==> config.mk <==
export PLATFORM = sky130hd
export DESIGN_NAME = gtc_timer
export DESIGN_NICKNAME = d
export VERILOG_FILES = /design/src/hw/gtc_pkg.sv /design/src/hw/gtc_ps_if.sv /design/src/hw/gtc_prescaler.sv /design/src/hw/gtc_timer.sv
export VERILOG_INCLUDE_DIRS = /design/src /design/src/hw
export SDC_FILE = /design/constraint.sdc
export NUM_CORES = 1
export LEC_CHECK = 0
export BUFFER_PORTS_ARGS = -buffer_cell sky130_fd_sc_hd__buf_2
export CORE_MARGIN = 5
export CORE_UTILIZATION = 40
export DETAILED_ROUTE_END_ITERATION = 8
export PLACE_DENSITY_LB_ADDON = 0.3
export SKIP_CTS_REPAIR_TIMING = 1
export SYNTH_ARGS = -nofsm -noshare
export SYNTH_HDL_FRONTEND = slang
export SYNTH_SLANG_ARGS = --single-unit
==> constraint.sdc <==
create_clock -name core_clk -period 2.25 [get_ports core_clk]
set_input_delay 0.45 -clock core_clk [delete_from_list [all_inputs] [get_ports core_clk]]
set_output_delay 0.45 -clock core_clk [all_outputs]
set_load 0.01 [all_outputs]
==> src/hw/gtc_regs.svh <==
// Register offsets, field positions, reset values and counts of the timer.
// Included by bare name; definitions only.
`ifndef GTC_REGS_SVH
`define GTC_REGS_SVH

// ==========================================================================
// Register offsets (16-bit word registers on the plain register port)
`define GTC_OFS_COUNT        16'h0100
`define GTC_OFS_PERIOD       16'h0102
`define GTC_OFS_CONTROL      16'h0104
`define GTC_OFS_FLAG         16'h0106

// ==========================================================================
// Control register field positions
`define GTC_BIT_TIMER_ON     15
`define GTC_BIT_IDLE_STOP    13
`define GTC_BIT_GATE_EN      6
`define GTC_BIT_PS_HI        5
`define GTC_BIT_PS_LO        4
`define GTC_BIT_EXT_SYNC     2
`define GTC_BIT_CLK_SRC      1
`define GTC_CTRL_MASK        16'hA076

// Flag register field position
`define GTC_BIT_EVENT_FLAG   0

// ==========================================================================
// Reset values
`define GTC_RST_COUNT        16'h0000
`define GTC_RST_PERIOD       16'hFFFF
`define GTC_RST_CONTROL      16'h0000

// ==========================================================================
// Prescaler terminal counts (ratio minus one)
`define GTC_PS_TERM_1        8'h00
`define GTC_PS_TERM_8        8'h07
`define GTC_PS_TERM_64       8'h3F
`define GTC_PS_TERM_256      8'hFF

`endif

==> src/hw/gtc_pkg.sv <==
// Types shared by the timer/counter modules.
// Assumes nothing beyond a SystemVerilog compiler.
`default_nettype none

package gtc_pkg;

  // ========================================================================
  // Prescale ratio codes
  typedef enum logic [1:0] {
    GTC_PS_DIV1   = 2'h0,
    GTC_PS_DIV8   = 2'h1,
    GTC_PS_DIV64  = 2'h2,
    GTC_PS_DIV256 = 2'h3
  } gtc_ps_t;

  // ========================================================================
  // Count source
  typedef enum logic [1:0] {
    GTC_SRC_INSTR = 2'h0,
    GTC_SRC_GATED = 2'h1,
    GTC_SRC_SYNC  = 2'h2,
    GTC_SRC_ASYNC = 2'h3
  } gtc_src_t;

endpackage : gtc_pkg

`default_nettype wire

==> src/hw/gtc_ps_if.sv <==
// Carrier between the timer core and its prescaler.
// Assumes both ends run on the same core clock.
`timescale 1ns/1ns
`default_nettype none

interface gtc_ps_if;
  logic             src_tick;
  logic             run;
  logic             clear;
  gtc_pkg::gtc_ps_t sel;
  logic             out_tick;

  modport core (output src_tick, output run, output clear, output sel, input out_tick);
  modport ps   (input src_tick, input run, input clear, input sel, output out_tick);
endinterface : gtc_ps_if

`default_nettype wire

==> src/hw/gtc_prescaler.sv <==
// Prescaler of the timer: divides source ticks by 1, 8, 64 or 256.
// Assumes source ticks are one-cycle pulses on the core clock.
`timescale 1ns/1ns
`default_nettype none
`include "gtc_regs.svh"

module gtc_prescaler (
  // Clock and reset
  input  wire logic core_clk,
  input  wire logic sys_rst,
  // Link to the core
  gtc_ps_if.ps      ps
);

  logic [7:0] cnt_q;
  logic [7:0] cnt_d;
  logic [7:0] term;
  logic       at_term;
  logic       step;

  // ========================================================================
  // Ratio select
  assign term = (ps.sel == gtc_pkg::GTC_PS_DIV1)  ? `GTC_PS_TERM_1  :
                (ps.sel == gtc_pkg::GTC_PS_DIV8)  ? `GTC_PS_TERM_8  :
                (ps.sel == gtc_pkg::GTC_PS_DIV64) ? `GTC_PS_TERM_64 :
                                                    `GTC_PS_TERM_256;
  assign step        = ps.src_tick & ps.run;
  assign at_term     = (cnt_q >= term);
  assign ps.out_tick = step & at_term;
  // Clear is honoured only while running: a halted prescaler clock cannot reset it
  assign cnt_d = (ps.clear & ps.run) ? 8'h00 :
                 step ? (at_term ? 8'h00 : cnt_q + 8'h01) : cnt_q;

  // ========================================================================
  // Counter
  always_ff @(posedge core_clk) begin
    if (sys_rst) begin
      cnt_q <= 8'h00;
    end else begin
      cnt_q <= cnt_d;
    end
  end

endmodule : gtc_prescaler

`default_nettype wire

==> src/hw/gtc_timer.sv <==
// 16-bit general-purpose timer/counter with period wrap, gating and prescaler.
// Assumes a 50 MHz core clock, pins synchronous to it, and a plain register port.
`timescale 1ns/1ns
`default_nettype none
`include "gtc_regs.svh"

module gtc_timer #(
  parameter int INSTR_DIV = 1
) (
  // Clock and reset
  input  wire logic        core_clk,
  input  wire logic        sys_rst,
  // Register port
  input  wire logic [15:0] reg_addr,
  input  wire logic [15:0] reg_wdata,
  input  wire logic        reg_wr,
  input  wire logic        reg_rd,
  output logic      [15:0] reg_rdata,
  // Pins and core state
  input  wire logic        external_clock_gate_pin,
  input  wire logic        cpu_idle,
  // Status
  output logic             timer_event_flag,
  output logic      [15:0] count_value,
  output logic             timer_running
);

  // ========================================================================
  // Declarations
  logic [15:0] count_value_reg_q;
  logic [15:0] count_value_reg_d;
  logic [15:0] period_value_reg_q;
  logic [15:0] timer_control_reg_q;
  logic        flag_q;
  logic        flag_d;
  logic [15:0] rdata_q;
  logic [15:0] rdata_d;
  logic [7:0]  div_cnt_q;
  logic        instr_tick;
  logic        pin_meta_q;
  logic        pin_sync_q;
  logic        pin_sync_dly_q;
  logic        pin_raw_dly_q;
  logic        gate_dly_q;
  logic        ext_rise_sync;
  logic        ext_rise_async;
  logic        gate_fall;

  // Control fields
  logic             timer_on_bit;
  logic             idle_stop_select;
  logic             gate_accumulate_enable;
  gtc_pkg::gtc_ps_t prescale_select;
  logic             clock_source_select;
  logic             external_sync_select;
  gtc_pkg::gtc_src_t src_mode;

  // Decode and strobes
  logic        sel_count;
  logic        sel_period;
  logic        sel_control;
  logic        sel_flag;
  logic        wr_count;
  logic        wr_period;
  logic        wr_control;
  logic        wr_flag;
  logic        flag_clear;
  logic        paused;
  logic        src_tick;
  logic        cnt_tick;
  logic        period_match;
  logic        match_event;
  logic        gate_event;

  gtc_ps_if    ps_link ();

  // ========================================================================
  // Register decode
  assign sel_count   = (reg_addr == `GTC_OFS_COUNT);
  assign sel_period  = (reg_addr == `GTC_OFS_PERIOD);
  assign sel_control = (reg_addr == `GTC_OFS_CONTROL);
  assign sel_flag    = (reg_addr == `GTC_OFS_FLAG);
  assign wr_count    = reg_wr & sel_count;
  assign wr_period   = reg_wr & sel_period;
  assign wr_control  = reg_wr & sel_control;
  assign wr_flag     = reg_wr & sel_flag;
  // Write-one-to-clear keeps a read-modify-write from losing a fresh event
  assign flag_clear  = wr_flag & reg_wdata[`GTC_BIT_EVENT_FLAG];

  // ========================================================================
  // Control fields
  assign timer_on_bit           = timer_control_reg_q[`GTC_BIT_TIMER_ON];
  assign idle_stop_select       = timer_control_reg_q[`GTC_BIT_IDLE_STOP];
  assign gate_accumulate_enable = timer_control_reg_q[`GTC_BIT_GATE_EN];
  assign prescale_select        =
    gtc_pkg::gtc_ps_t'(timer_control_reg_q[`GTC_BIT_PS_HI:`GTC_BIT_PS_LO]);
  assign clock_source_select    = timer_control_reg_q[`GTC_BIT_CLK_SRC];
  assign external_sync_select   = timer_control_reg_q[`GTC_BIT_EXT_SYNC];

  // Gating is only defined with the internal source; external source ignores it
  assign src_mode =
    clock_source_select ?
      (external_sync_select ? gtc_pkg::GTC_SRC_SYNC
                            : gtc_pkg::GTC_SRC_ASYNC) :
      (gate_accumulate_enable ? gtc_pkg::GTC_SRC_GATED
                              : gtc_pkg::GTC_SRC_INSTR);

  // ========================================================================
  // Instruction cycle enable
  always_ff @(posedge core_clk) begin
    if (sys_rst) begin
      div_cnt_q <= 8'h00;
    end else if (instr_tick) begin
      div_cnt_q <= 8'h00;
    end else begin
      div_cnt_q <= div_cnt_q + 8'h01;
    end
  end

  assign instr_tick = (div_cnt_q >= 8'(INSTR_DIV - 1));

  // ========================================================================
  // External pin: synchroniser and edge detectors
  always_ff @(posedge core_clk) begin
    if (sys_rst) begin
      pin_meta_q     <= 1'b0;
      pin_sync_q     <= 1'b0;
      pin_sync_dly_q <= 1'b0;
      pin_raw_dly_q  <= 1'b0;
      gate_dly_q     <= 1'b0;
    end else begin
      pin_meta_q     <= external_clock_gate_pin;
      pin_sync_q     <= pin_meta_q;
      pin_sync_dly_q <= pin_sync_q;
      pin_raw_dly_q  <= external_clock_gate_pin;
      gate_dly_q     <= pin_sync_q;
    end
  end

  // Synchronised edge lags the pin by two cycles more than the bypass path
  assign ext_rise_sync  = pin_sync_q & ~pin_sync_dly_q;
  // Bypass path: the pin is taken as-is, no synchroniser stages
  assign ext_rise_async = external_clock_gate_pin & ~pin_raw_dly_q;
  assign gate_fall      = gate_dly_q & ~pin_sync_q;

  // ========================================================================
  // Count source select and idle stop
  always_comb begin
    case (src_mode)
      gtc_pkg::GTC_SRC_INSTR: src_tick = instr_tick;
      gtc_pkg::GTC_SRC_GATED: src_tick = instr_tick & pin_sync_q;
      gtc_pkg::GTC_SRC_SYNC:  src_tick = ext_rise_sync;
      gtc_pkg::GTC_SRC_ASYNC: src_tick = ext_rise_async;
      default:                src_tick = 1'b0;
    endcase
  end

  // Idle stop freezes every mode, asynchronous counter included
  assign paused = cpu_idle & idle_stop_select;

  // ========================================================================
  // Prescaler
  assign ps_link.src_tick = src_tick;
  assign ps_link.run      = timer_on_bit & ~paused;
  // Clearing events: count write and control write; reset clears inside
  assign ps_link.clear    = wr_count | wr_control;
  assign ps_link.sel      = prescale_select;
  assign cnt_tick         = ps_link.out_tick;

  gtc_prescaler u_prescaler (
    .core_clk (core_clk),
    .sys_rst  (sys_rst),
    .ps       (ps_link.ps)
  );

  // ========================================================================
  // Count and period match
  assign period_match = (count_value_reg_q == period_value_reg_q);
  assign match_event  = cnt_tick & period_match;

  // A count write wins over a tick in the same cycle
  assign count_value_reg_d =
    wr_count ? reg_wdata :
    cnt_tick ? (period_match ? 16'h0000
                             : count_value_reg_q + 16'h0001) :
    count_value_reg_q;

  always_ff @(posedge core_clk) begin
    if (sys_rst) begin
      count_value_reg_q <= `GTC_RST_COUNT;
    end else begin
      count_value_reg_q <= count_value_reg_d;
    end
  end

  // ========================================================================
  // Period and control registers
  always_ff @(posedge core_clk) begin
    if (sys_rst) begin
      period_value_reg_q  <= `GTC_RST_PERIOD;
      timer_control_reg_q <= `GTC_RST_CONTROL;
    end else begin
      if (wr_period) begin
        period_value_reg_q <= reg_wdata;
      end
      if (wr_control) begin
        timer_control_reg_q <= reg_wdata & `GTC_CTRL_MASK;
      end
    end
  end

  // ========================================================================
  // Event flag
  // Gate falling edge counts only while gated accumulation is live
  assign gate_event = gate_fall & timer_on_bit &
                      (src_mode == gtc_pkg::GTC_SRC_GATED);
  // Set beats clear so an event in the clearing cycle survives
  assign flag_d = (match_event | gate_event) ? 1'b1 :
                  flag_clear ? 1'b0 : flag_q;

  always_ff @(posedge core_clk) begin
    if (sys_rst) begin
      flag_q <= 1'b0;
    end else begin
      flag_q <= flag_d;
    end
  end

  // ========================================================================
  // Read data, valid the cycle after the read strobe
  assign rdata_d =
    ~reg_rd     ? 16'h0000 :
    sel_count   ? count_value_reg_q :
    sel_period  ? period_value_reg_q :
    sel_control ? timer_control_reg_q :
    sel_flag    ? {15'h0000, flag_q} :
                  16'h0000;

  always_ff @(posedge core_clk) begin
    if (sys_rst) begin
      rdata_q <= 16'h0000;
    end else begin
      rdata_q <= rdata_d;
    end
  end

  // ========================================================================
  // Outputs
  assign reg_rdata        = rdata_q;
  assign timer_event_flag = flag_q;
  assign count_value      = count_value_reg_q;
  assign timer_running    = timer_on_bit & ~paused;

endmodule : gtc_timer

`default_nettype wire

==> key figures, run 1 <==
Finish
  – Area growth from synthesis to final layout: 23.7%
  – Sequential Area: 1340 µm²
  – Share of final-layout standard cells stronger than drive strength 1: 0.260
  – Utilization of the core after routing: 0.501
  – Filler Cell Count: 815
  – Ant. Diodes: 0
  – Combined area of the multi-input logic cells: 2030 µm²
  – Final layout net count: 529

Yosys
  – Most frequently used cell type in the post-synthesis netlist: sky130_fd_sc_hd__dfxtp_1
  – Number of nets produced by synthesis: 446
  – Share of synthesized cell area in full adder, half adder and majority cells: 0.0286
  – Compound-cell area share of the yosys netlist: 0.173
  – Most area-hungry cell type in the Yosys netlist: sky130_fd_sc_hd__dfxtp_1
  – Fraction of synthesized cell area taken by the top area cell type: 0.383
  – Synthesized area per cell: 8.75 µm²
  – Share of the yosys chip area belonging to registers: 0.383
  – Most used flip-flop cell after synthesis: sky130_fd_sc_hd__dfxtp_1
  – Total number of yosys warnings: 0
  – Distinct cells, synth: 49
  – Dominant combinational cell family by area after synthesis: simple AND/OR/NAND/NOR gates
  – Fraction of the mapped netlist area in simple logic gates: 0.247
  – Multiplexer share of the synthesized area: 0.0715
  – Number of instances in the synthesized netlist: 400
  – Leading cell types by count after synthesis: 67 x sky130_fd_sc_hd__dfxtp_1, 52 x sky130_fd_sc_hd__nor2_1, 27 x sky130_fd_sc_hd__a21oi_1
  – Parity-gate share of the synthesized area counting xor and xnor cells: 0.0576
  – Fraction of registers with async set/reset: 0
  – Cell area after technology mapping: 3500 µm²
  – Seq cells post-synth: 67
  – Main area contributors after synthesis: sky130_fd_sc_hd__dfxtp_1 38%, sky130_fd_sc_hd__mux2i_1 7.2%, sky130_fd_sc_hd__nor2_1 5.6%
  – Number of flops mapped to enable cells by yosys: 0

Floorplanning
  – Rows: 34
  – Y dimension of the die: 104 µm
  – Effective utilization at floorplan: 0.405
  – Floorplan Core Area: 8640 µm²
  – Number of I/O pins: 72
  – Die boundary width: 104 µm
  – Total Die Area: 10700 µm²

Detailed routing
  – Drt first pass iters: 5
  – Post-route ant nets: 0
  – Via total after detailed routing: 3245
  – Ratio of routed vias to standard cells: 5.44
  – DRT iter0 DRCs: 227
  – Detailed-route wire length per cell: 16.7 µm
  – Wire length reported by the detailed router: 9950 µm
  – DRC Markers: 0

Min path
  – Endpoint of the worst hold-timing path: pin_raw_dly_q$_SDFF_PP0_
  – Type of the most critical hold path: in -> reg
  – Worst hold stages: 2
  – Beginning of the worst hold path: external_clock_gate_pin

STA
  – Slack of the critical path: 118 ps
  – Setup clock skew after layout: 9.24 ps
  – Worst slew slack as a fraction of its limit: 0.374
  – Post-Route Hold Slack: 313 ps
  – RSZ-0062 raised after global routing: no
  – Fin crit period: 2130 ps
  – Slew of the pin with the lowest slew margin: 936 ps
  – Finish-stage setup viols: 0
  – F_max: 469 MHz
  – Max-slew violations: 0
  – Setup TNS: 0 ps
  – Final Hold Violating Endpoints: 0
  – Share of the clock period used by the worst path after layout: 0.948

Place
  – Number of buffer cells added on primary ports: 71
  – Pre-CTS setup slack: 15.4 ps
  – Final estimated routing congestion in global placement: 0.862
  – DP HPWL: 7420 µm

Critical path
  – CP arrival: 2400 ps
  – Flop-to-flop setup slack: 120 ps
  – Reg-to-reg startpoint: timer_control_reg_q[4]$_SDFFE_PP0P_
  – Delay of the slowest critical-path stage: 380 ps
  – Endpoint of the worst register-to-register path: count_value[0]$_SDFFE_PP0P_
  – Critical Path Start Type: register
  – Crit. path cell count: 7
  – Largest delay share family, worst path: simple AND/OR/NAND/NOR gates
  – Logic depth of the worst register-to-register path: 7
  – CP Capture Type: register
  – Sequence of cells on the critical path: nand2_1 -> ha_1 -> nand4_1 -> o311a_1 -> nand2b_4 -> or3_1 -> a311oi_1
  – Max Fanout on Critical Path: 4
  – Buffers plus inverters on the worst setup path: 0
  – Critical path data required time: 2520 ps
  – Kind of critical path: reg -> reg
  – Cell with the largest stage delay on the worst path: sky130_fd_sc_hd__dfxtp_2

Global route
  – Overall overflow remaining after global route: 0
  – Maximum number of pins on one net before global-route repair: 33
  – Global-route wire length before repair: 16400 µm
  – Via count of the first global-routing pass: 3220
  – Number of antenna violations at the first check in global routing: 0
  – All-layer global routing usage: 0.188

Job
  – Max cap viols: 0

Clock tree
  – Cell chosen for the clock root: sky130_fd_sc_hd__clkbuf_8
  – Clock network latency to the later pin of the worst-skew pair: 360 ps
  – Maximum buffer depth of the clock tree: 2
  – Clock tree from TritonCTS: done
  – Inserted Clock Buffers: 9
  – H-Tree Level Count: 3
  – CTS Sinks: 67
  – Clock slew at reported path FFs: 80 ps

Pwr
  – PwrDens: 541 nW/µm²
  – Reported leakage power: 0.00180 µW
  – Maximum ir drop on the vdd rail: 0.240 mV

Status
  – Outcome: completed
registers in the layout (all words and copies together) (netlist names):
register and cells:
timer_control_reg_q 7, count_value 16, u_prescaler.cnt_q 8, timer_event_flag 1
pin_sync_q 1, period_value_reg_q 16, pin_raw_dly_q 1, reg_rdata 16
gate_dly_q 1
worst reg2reg max path: stages, from the launching register on:
cell and delay (ps):
sky130_fd_sc_hd__dfxtp_2 380, sky130_fd_sc_hd__nand2_1 90, sky130_fd_sc_hd__ha_1 340, sky130_fd_sc_hd__nand4_1 100
sky130_fd_sc_hd__o311a_1 380, sky130_fd_sc_hd__nand2b_4 150, sky130_fd_sc_hd__or3_1 340, sky130_fd_sc_hd__a311oi_1 250
how the worst max path moves through the flow:
| stage | startpoint | to | slack [ps] |
|---|---|---|---|
| floorplan | timer_control_reg_q[5]$_SDFFE_PP0P_ | count_value[0]$_SDFFE_PP0P_ | 110 |
| global placement | reg_addr[4] | period_value_reg_q[9]$_SDFFE_PP1P_ | 100 |
| detailed placement | reg_addr[12] | count_value[13]$_SDFFE_PP0P_ | 20 |
| CTS | timer_control_reg_q[4]$_SDFFE_PP0P_ | count_value[13]$_SDFFE_PP0P_ | 60 |
| global route | timer_control_reg_q[4]$_SDFFE_PP0P_ | count_value[0]$_SDFFE_PP0P_ | 10 |
| finish | timer_control_reg_q[4]$_SDFFE_PP0P_ | count_value[0]$_SDFFE_PP0P_ | 120 |
final cells by class:
cell class | instances | share of cell area
clock buffers | 9 | 0.0286
inverters | 2 | 0.00173
clock inverters | 7 | 0.0179
well taps | 108 | 0.0312
repair buffers | 100 | 0.141
multi-input cells | 303 | 0.469
flip-flops and latches | 67 | 0.310
report_power, final:
part / internal (µW) / switching, µW
registers: 1190 / 1.14
clock network: 519 / 517
logic: 49.6 / 70.2
cells by family (layout without fill, tap and decap cells):
family          Yosys count  count (layout)
buf+inv                  30             118
flops                    67              67
xor+xnor                 23              23
compound gates           90              90
mux                      25              25
simple gates            157             157
fa+ha+maj                 8               8
routing by layer:
layer	vias to the layer above	part of all wire	track usage
li1	1614	-	-
met1	1514	0.47	0.256
met2	99	0.44	0.279
met3	18	0.066	0.0498
met4	0	0.022	0.0778
met5	-	0	0
cells in the final DEF, fill, tap and decap left out, types with 3 or more instances in the layout:
master                     count
sky130_fd_sc_hd__o21bai_1      3
sky130_fd_sc_hd__xnor2_1      17
sky130_fd_sc_hd__nand3b_1      3
sky130_fd_sc_hd__buf_2        71
sky130_fd_sc_hd__buf_4        26
sky130_fd_sc_hd__a31oi_1       5
sky130_fd_sc_hd__and4_1        3
sky130_fd_sc_hd__nor2b_1      24
sky130_fd_sc_hd__nand2_1      12
sky130_fd_sc_hd__clkbuf_8      9
sky130_fd_sc_hd__buf_12        3
sky130_fd_sc_hd__mux2i_1      25
sky130_fd_sc_hd__nor4b_1       4
sky130_fd_sc_hd__and3_1        7
sky130_fd_sc_hd__a211o_1      16
sky130_fd_sc_hd__o21ai_1      12
sky130_fd_sc_hd__nor4_1       11
sky130_fd_sc_hd__ha_1          8
sky130_fd_sc_hd__nor2_1       52
sky130_fd_sc_hd__xor2_1        6
sky130_fd_sc_hd__nor3_1        4
sky130_fd_sc_hd__a21oi_1      27
sky130_fd_sc_hd__o21ai_0       3
sky130_fd_sc_hd__o211ai_1     12
sky130_fd_sc_hd__nand3_1       6
sky130_fd_sc_hd__clkinv_4      3
sky130_fd_sc_hd__nand2b_1      4
sky130_fd_sc_hd__nand4_1      13
sky130_fd_sc_hd__dfxtp_1      65
sky130_fd_sc_hd__or2_1         3
per-stage QoR:
step / total power (µW) / instance area [µm²] / std cells
after floorplan: 1270 / 3500 / 400
after global placement: 1330 / 4130 / 580
after detailed placement: 1340 / 4130 / 580
after CTS: 2350 / 4330 / 596
after global routing: 2420 / 4330 / 596
final: 2340 / 4330 / 596
(Power assumes the default switching activity.)
==> run 2, diff against run 1 <==
Settings changed: SETUP_SLACK_MARGIN set to 0.2.
==> run 2 against run 1 <==
Compared with the run above:
- global-route usage fell by 0.84 points
- non-clock buffer count unchanged
- sequential cell count unchanged
- utilization rose by 2.2 points
- die area is the same
- first-iteration DRC count increased by 32%
- count of clock-buffer cells in the layout is 1 higher
- setup slack better by 16 ps
- sequential power about the same
- critical path type unchanged
- cell area is 4.4% higher
- combinational power about the same
- register-to-register slack better by 20 ps
- largest cell class unchanged
==> key figures, run 2 (synthesis gave the netlist of run 1 again) <==
Place
  – DP HPWL: 7200 µm
  – Post-Place Cells: 573
  – Number of buffer cells added on primary ports: 71
  – Cell area after placement: 4090 µm²
  – Final estimated routing congestion in global placement: 0.880

Clock tree
  – Clock tree from TritonCTS: done
  – Maximum buffer depth of the clock tree: 2
  – Cell chosen for the clock root: sky130_fd_sc_hd__clkbuf_8
  – CTS Sinks: 67
  – Clock slew at reported path FFs: 80 ps
  – Inserted Clock Buffers: 9
  – H-Tree Level Count: 3
  – Clock network latency to the later pin of the worst-skew pair: 340 ps

STA
  – Fin crit period: 2120 ps
  – Setup clock skew after layout: 9.95 ps
  – RSZ-0062 raised after global routing: yes
  – Setup TNS: 0 ps
  – F_max: 473 MHz
  – Finish-stage setup viols: 0
  – Max-slew violations: 0
  – Worst slew slack as a fraction of its limit: 0.410
  – Final Hold Violating Endpoints: 0
  – Share of the clock period used by the worst path after layout: 0.940
  – Slew of the pin with the lowest slew margin: 881 ps
  – Post-Route Hold Slack: 327 ps

Global route
  – Global-route wire length before repair: 16000 µm
  – Via count of the first global-routing pass: 3162
  – Number of antenna violations at the first check in global routing: 0
  – Maximum number of pins on one net before global-route repair: 33
  – All-layer global routing usage: 0.179
  – Overall overflow remaining after global route: 0

Critical path
  – Critical path data required time: 2500 ps
  – Worst setup startpoint: timer_control_reg_q[5]$_SDFFE_PP0P_
  – Flop-to-flop setup slack: 130 ps
  – CP arrival: 2360 ps
  – Reg-to-reg startpoint: timer_control_reg_q[5]$_SDFFE_PP0P_
  – Destination of the critical timing path: count_value[0]$_SDFFE_PP0P_
  – Max Fanout on Critical Path: 7
  – Endpoint of the worst register-to-register path: count_value[0]$_SDFFE_PP0P_
  – Critical Path Start Type: register
  – CP Capture Type: register
  – Logic depth of the worst register-to-register path: 8
  – Kind of critical path: reg -> reg

Floorplanning
  – Die boundary width: 104 µm
  – Number of I/O pins: 72
  – Effective utilization at floorplan: 0.405
  – Floorplan Core Area: 8640 µm²
  – Total Die Area: 10700 µm²
  – Rows: 34
  – Y dimension of the die: 104 µm

Finish
  – Final layout net count: 529
  – Commonest cells after routing, fill and taps aside: 71 x sky130_fd_sc_hd__buf_2, 65 x sky130_fd_sc_hd__dfxtp_1, 51 x sky130_fd_sc_hd__nor2_1
  – Final Cell Area: 4520 µm²
  – Ant. Diodes: 0
  – Most frequent standard cell in the layout excluding fill and tap cells: sky130_fd_sc_hd__buf_2
  – Share of final-layout standard cells stronger than drive strength 1: 0.299
  – Area growth from synthesis to final layout: 29.1%
  – Post-layout instance count excluding filler cells: 596

Pwr
  – Total net switching power: 549 µW
  – Sequential power share: 0.492
  – Reported leakage power: 0.00188 µW
  – Int Power: 1860 µW
  – Maximum ir drop on the vdd rail: 0.307 mV
  – Switching portion of total power: 0.228
  – Combinational power share: 0.049
  – Clock network fraction of total power: 0.459
  – PwrDens: 533 nW/µm²

Detailed routing
  – Post-route ant nets: 0
  – Via total after detailed routing: 3312
  – Wire length reported by the detailed router: 10000 µm
  – Routed metal-1 wirelength: 4650 µm
  – Drt first pass iters: 5
  – DRC Markers: 0
  – Wire length on met2: 4560 µm
  – Detailed-route wire length per cell: 16.8 µm
  – Highest metal layer used by the detailed router: met4
  – Ratio of routed vias to standard cells: 5.56
  – DRT iter0 DRCs: 299
  – Met3 WL post-DR: 624 µm

Min path
  – Type of the most critical hold path: in -> reg

Status
  – Outcome: completed

Job
  – Max cap viols: 0
## run 2: changes by cell type in the layout (fill, tap and decap cells not counted), sizes merged
cell and change:
clkbuf +2, buf -1, bufinv +1, clkinv -1, inv -1
## run 2: layer usage
layer / vias to the layer above / global-route usage
met1: 1574 / 0.247
met4: 0 / 0.0459
met3: 16 / 0.0473
li1: 1611 / -
met5: - / 0
met2: 111 / 0.277
## run 2: through the flow
stage	power [µW]	worst slack (ps)	util
3_5_place_dp	1330	53.1	0.474
5_1_grt	2490	37.5	0.523
6_report	2410	134	0.523
3_3_place_gp	1330	68.1	0.474
4_1_cts	2420	39.1	0.499
2_1_floorplan	1270	190	-
## run 2: critical path, cell delays in order, from the launching register on
cell and delay [ps]:
sky130_fd_sc_hd__dfxtp_4 410, sky130_fd_sc_hd__nor2_4 60, sky130_fd_sc_hd__ha_4 260, sky130_fd_sc_hd__o2bb2ai_2 100, sky130_fd_sc_hd__a21oi_2 80, sky130_fd_sc_hd__o311a_1 340
sky130_fd_sc_hd__nand2b_4 190, sky130_fd_sc_hd__or3_4 330, sky130_fd_sc_hd__a311oi_1 250
## run 2: how the worst min path moves through the flow
stage	start	end	slack [ps]	cells past startpoint
floorplan	pin_raw_dly_q$_SDFF_PP0_	pin_sync_q$_SDFF_PP0_	440	1
global placement	pin_raw_dly_q$_SDFF_PP0_	pin_sync_q$_SDFF_PP0_	450	1
detailed placement	pin_raw_dly_q$_SDFF_PP0_	pin_sync_q$_SDFF_PP0_	450	1
CTS	external_clock_gate_pin	pin_raw_dly_q$_SDFF_PP0_	320	2
global route	reg_wdata[9]	period_value_reg_q[9]$_SDFFE_PP1P_	330	2
finish	external_clock_gate_pin	pin_raw_dly_q$_SDFF_PP0_	330	2
## run 2: power groups by stage
stage                     Combinational (µW)  Clock [µW]  Sequential (µW)
after floorplan                         54.6           0             1210
after global routing                     127        1180             1190
after detailed placement                 115           0             1210
final                                    118        1110             1190
after CTS                                116        1120             1190
after global placement                   116           0             1210
## run 2: area by class of cell
class                           instances  area [µm²]
Clock buffer                           10         128
Clock inverter                          6        90.1
Fill cell                             804        4120
Inverter                                2        7.51
Multi-Input combinational cell        303        2170
Sequential cell                        67        1350
Tap cell                              108         135
Timing Repair Buffer                  100         641
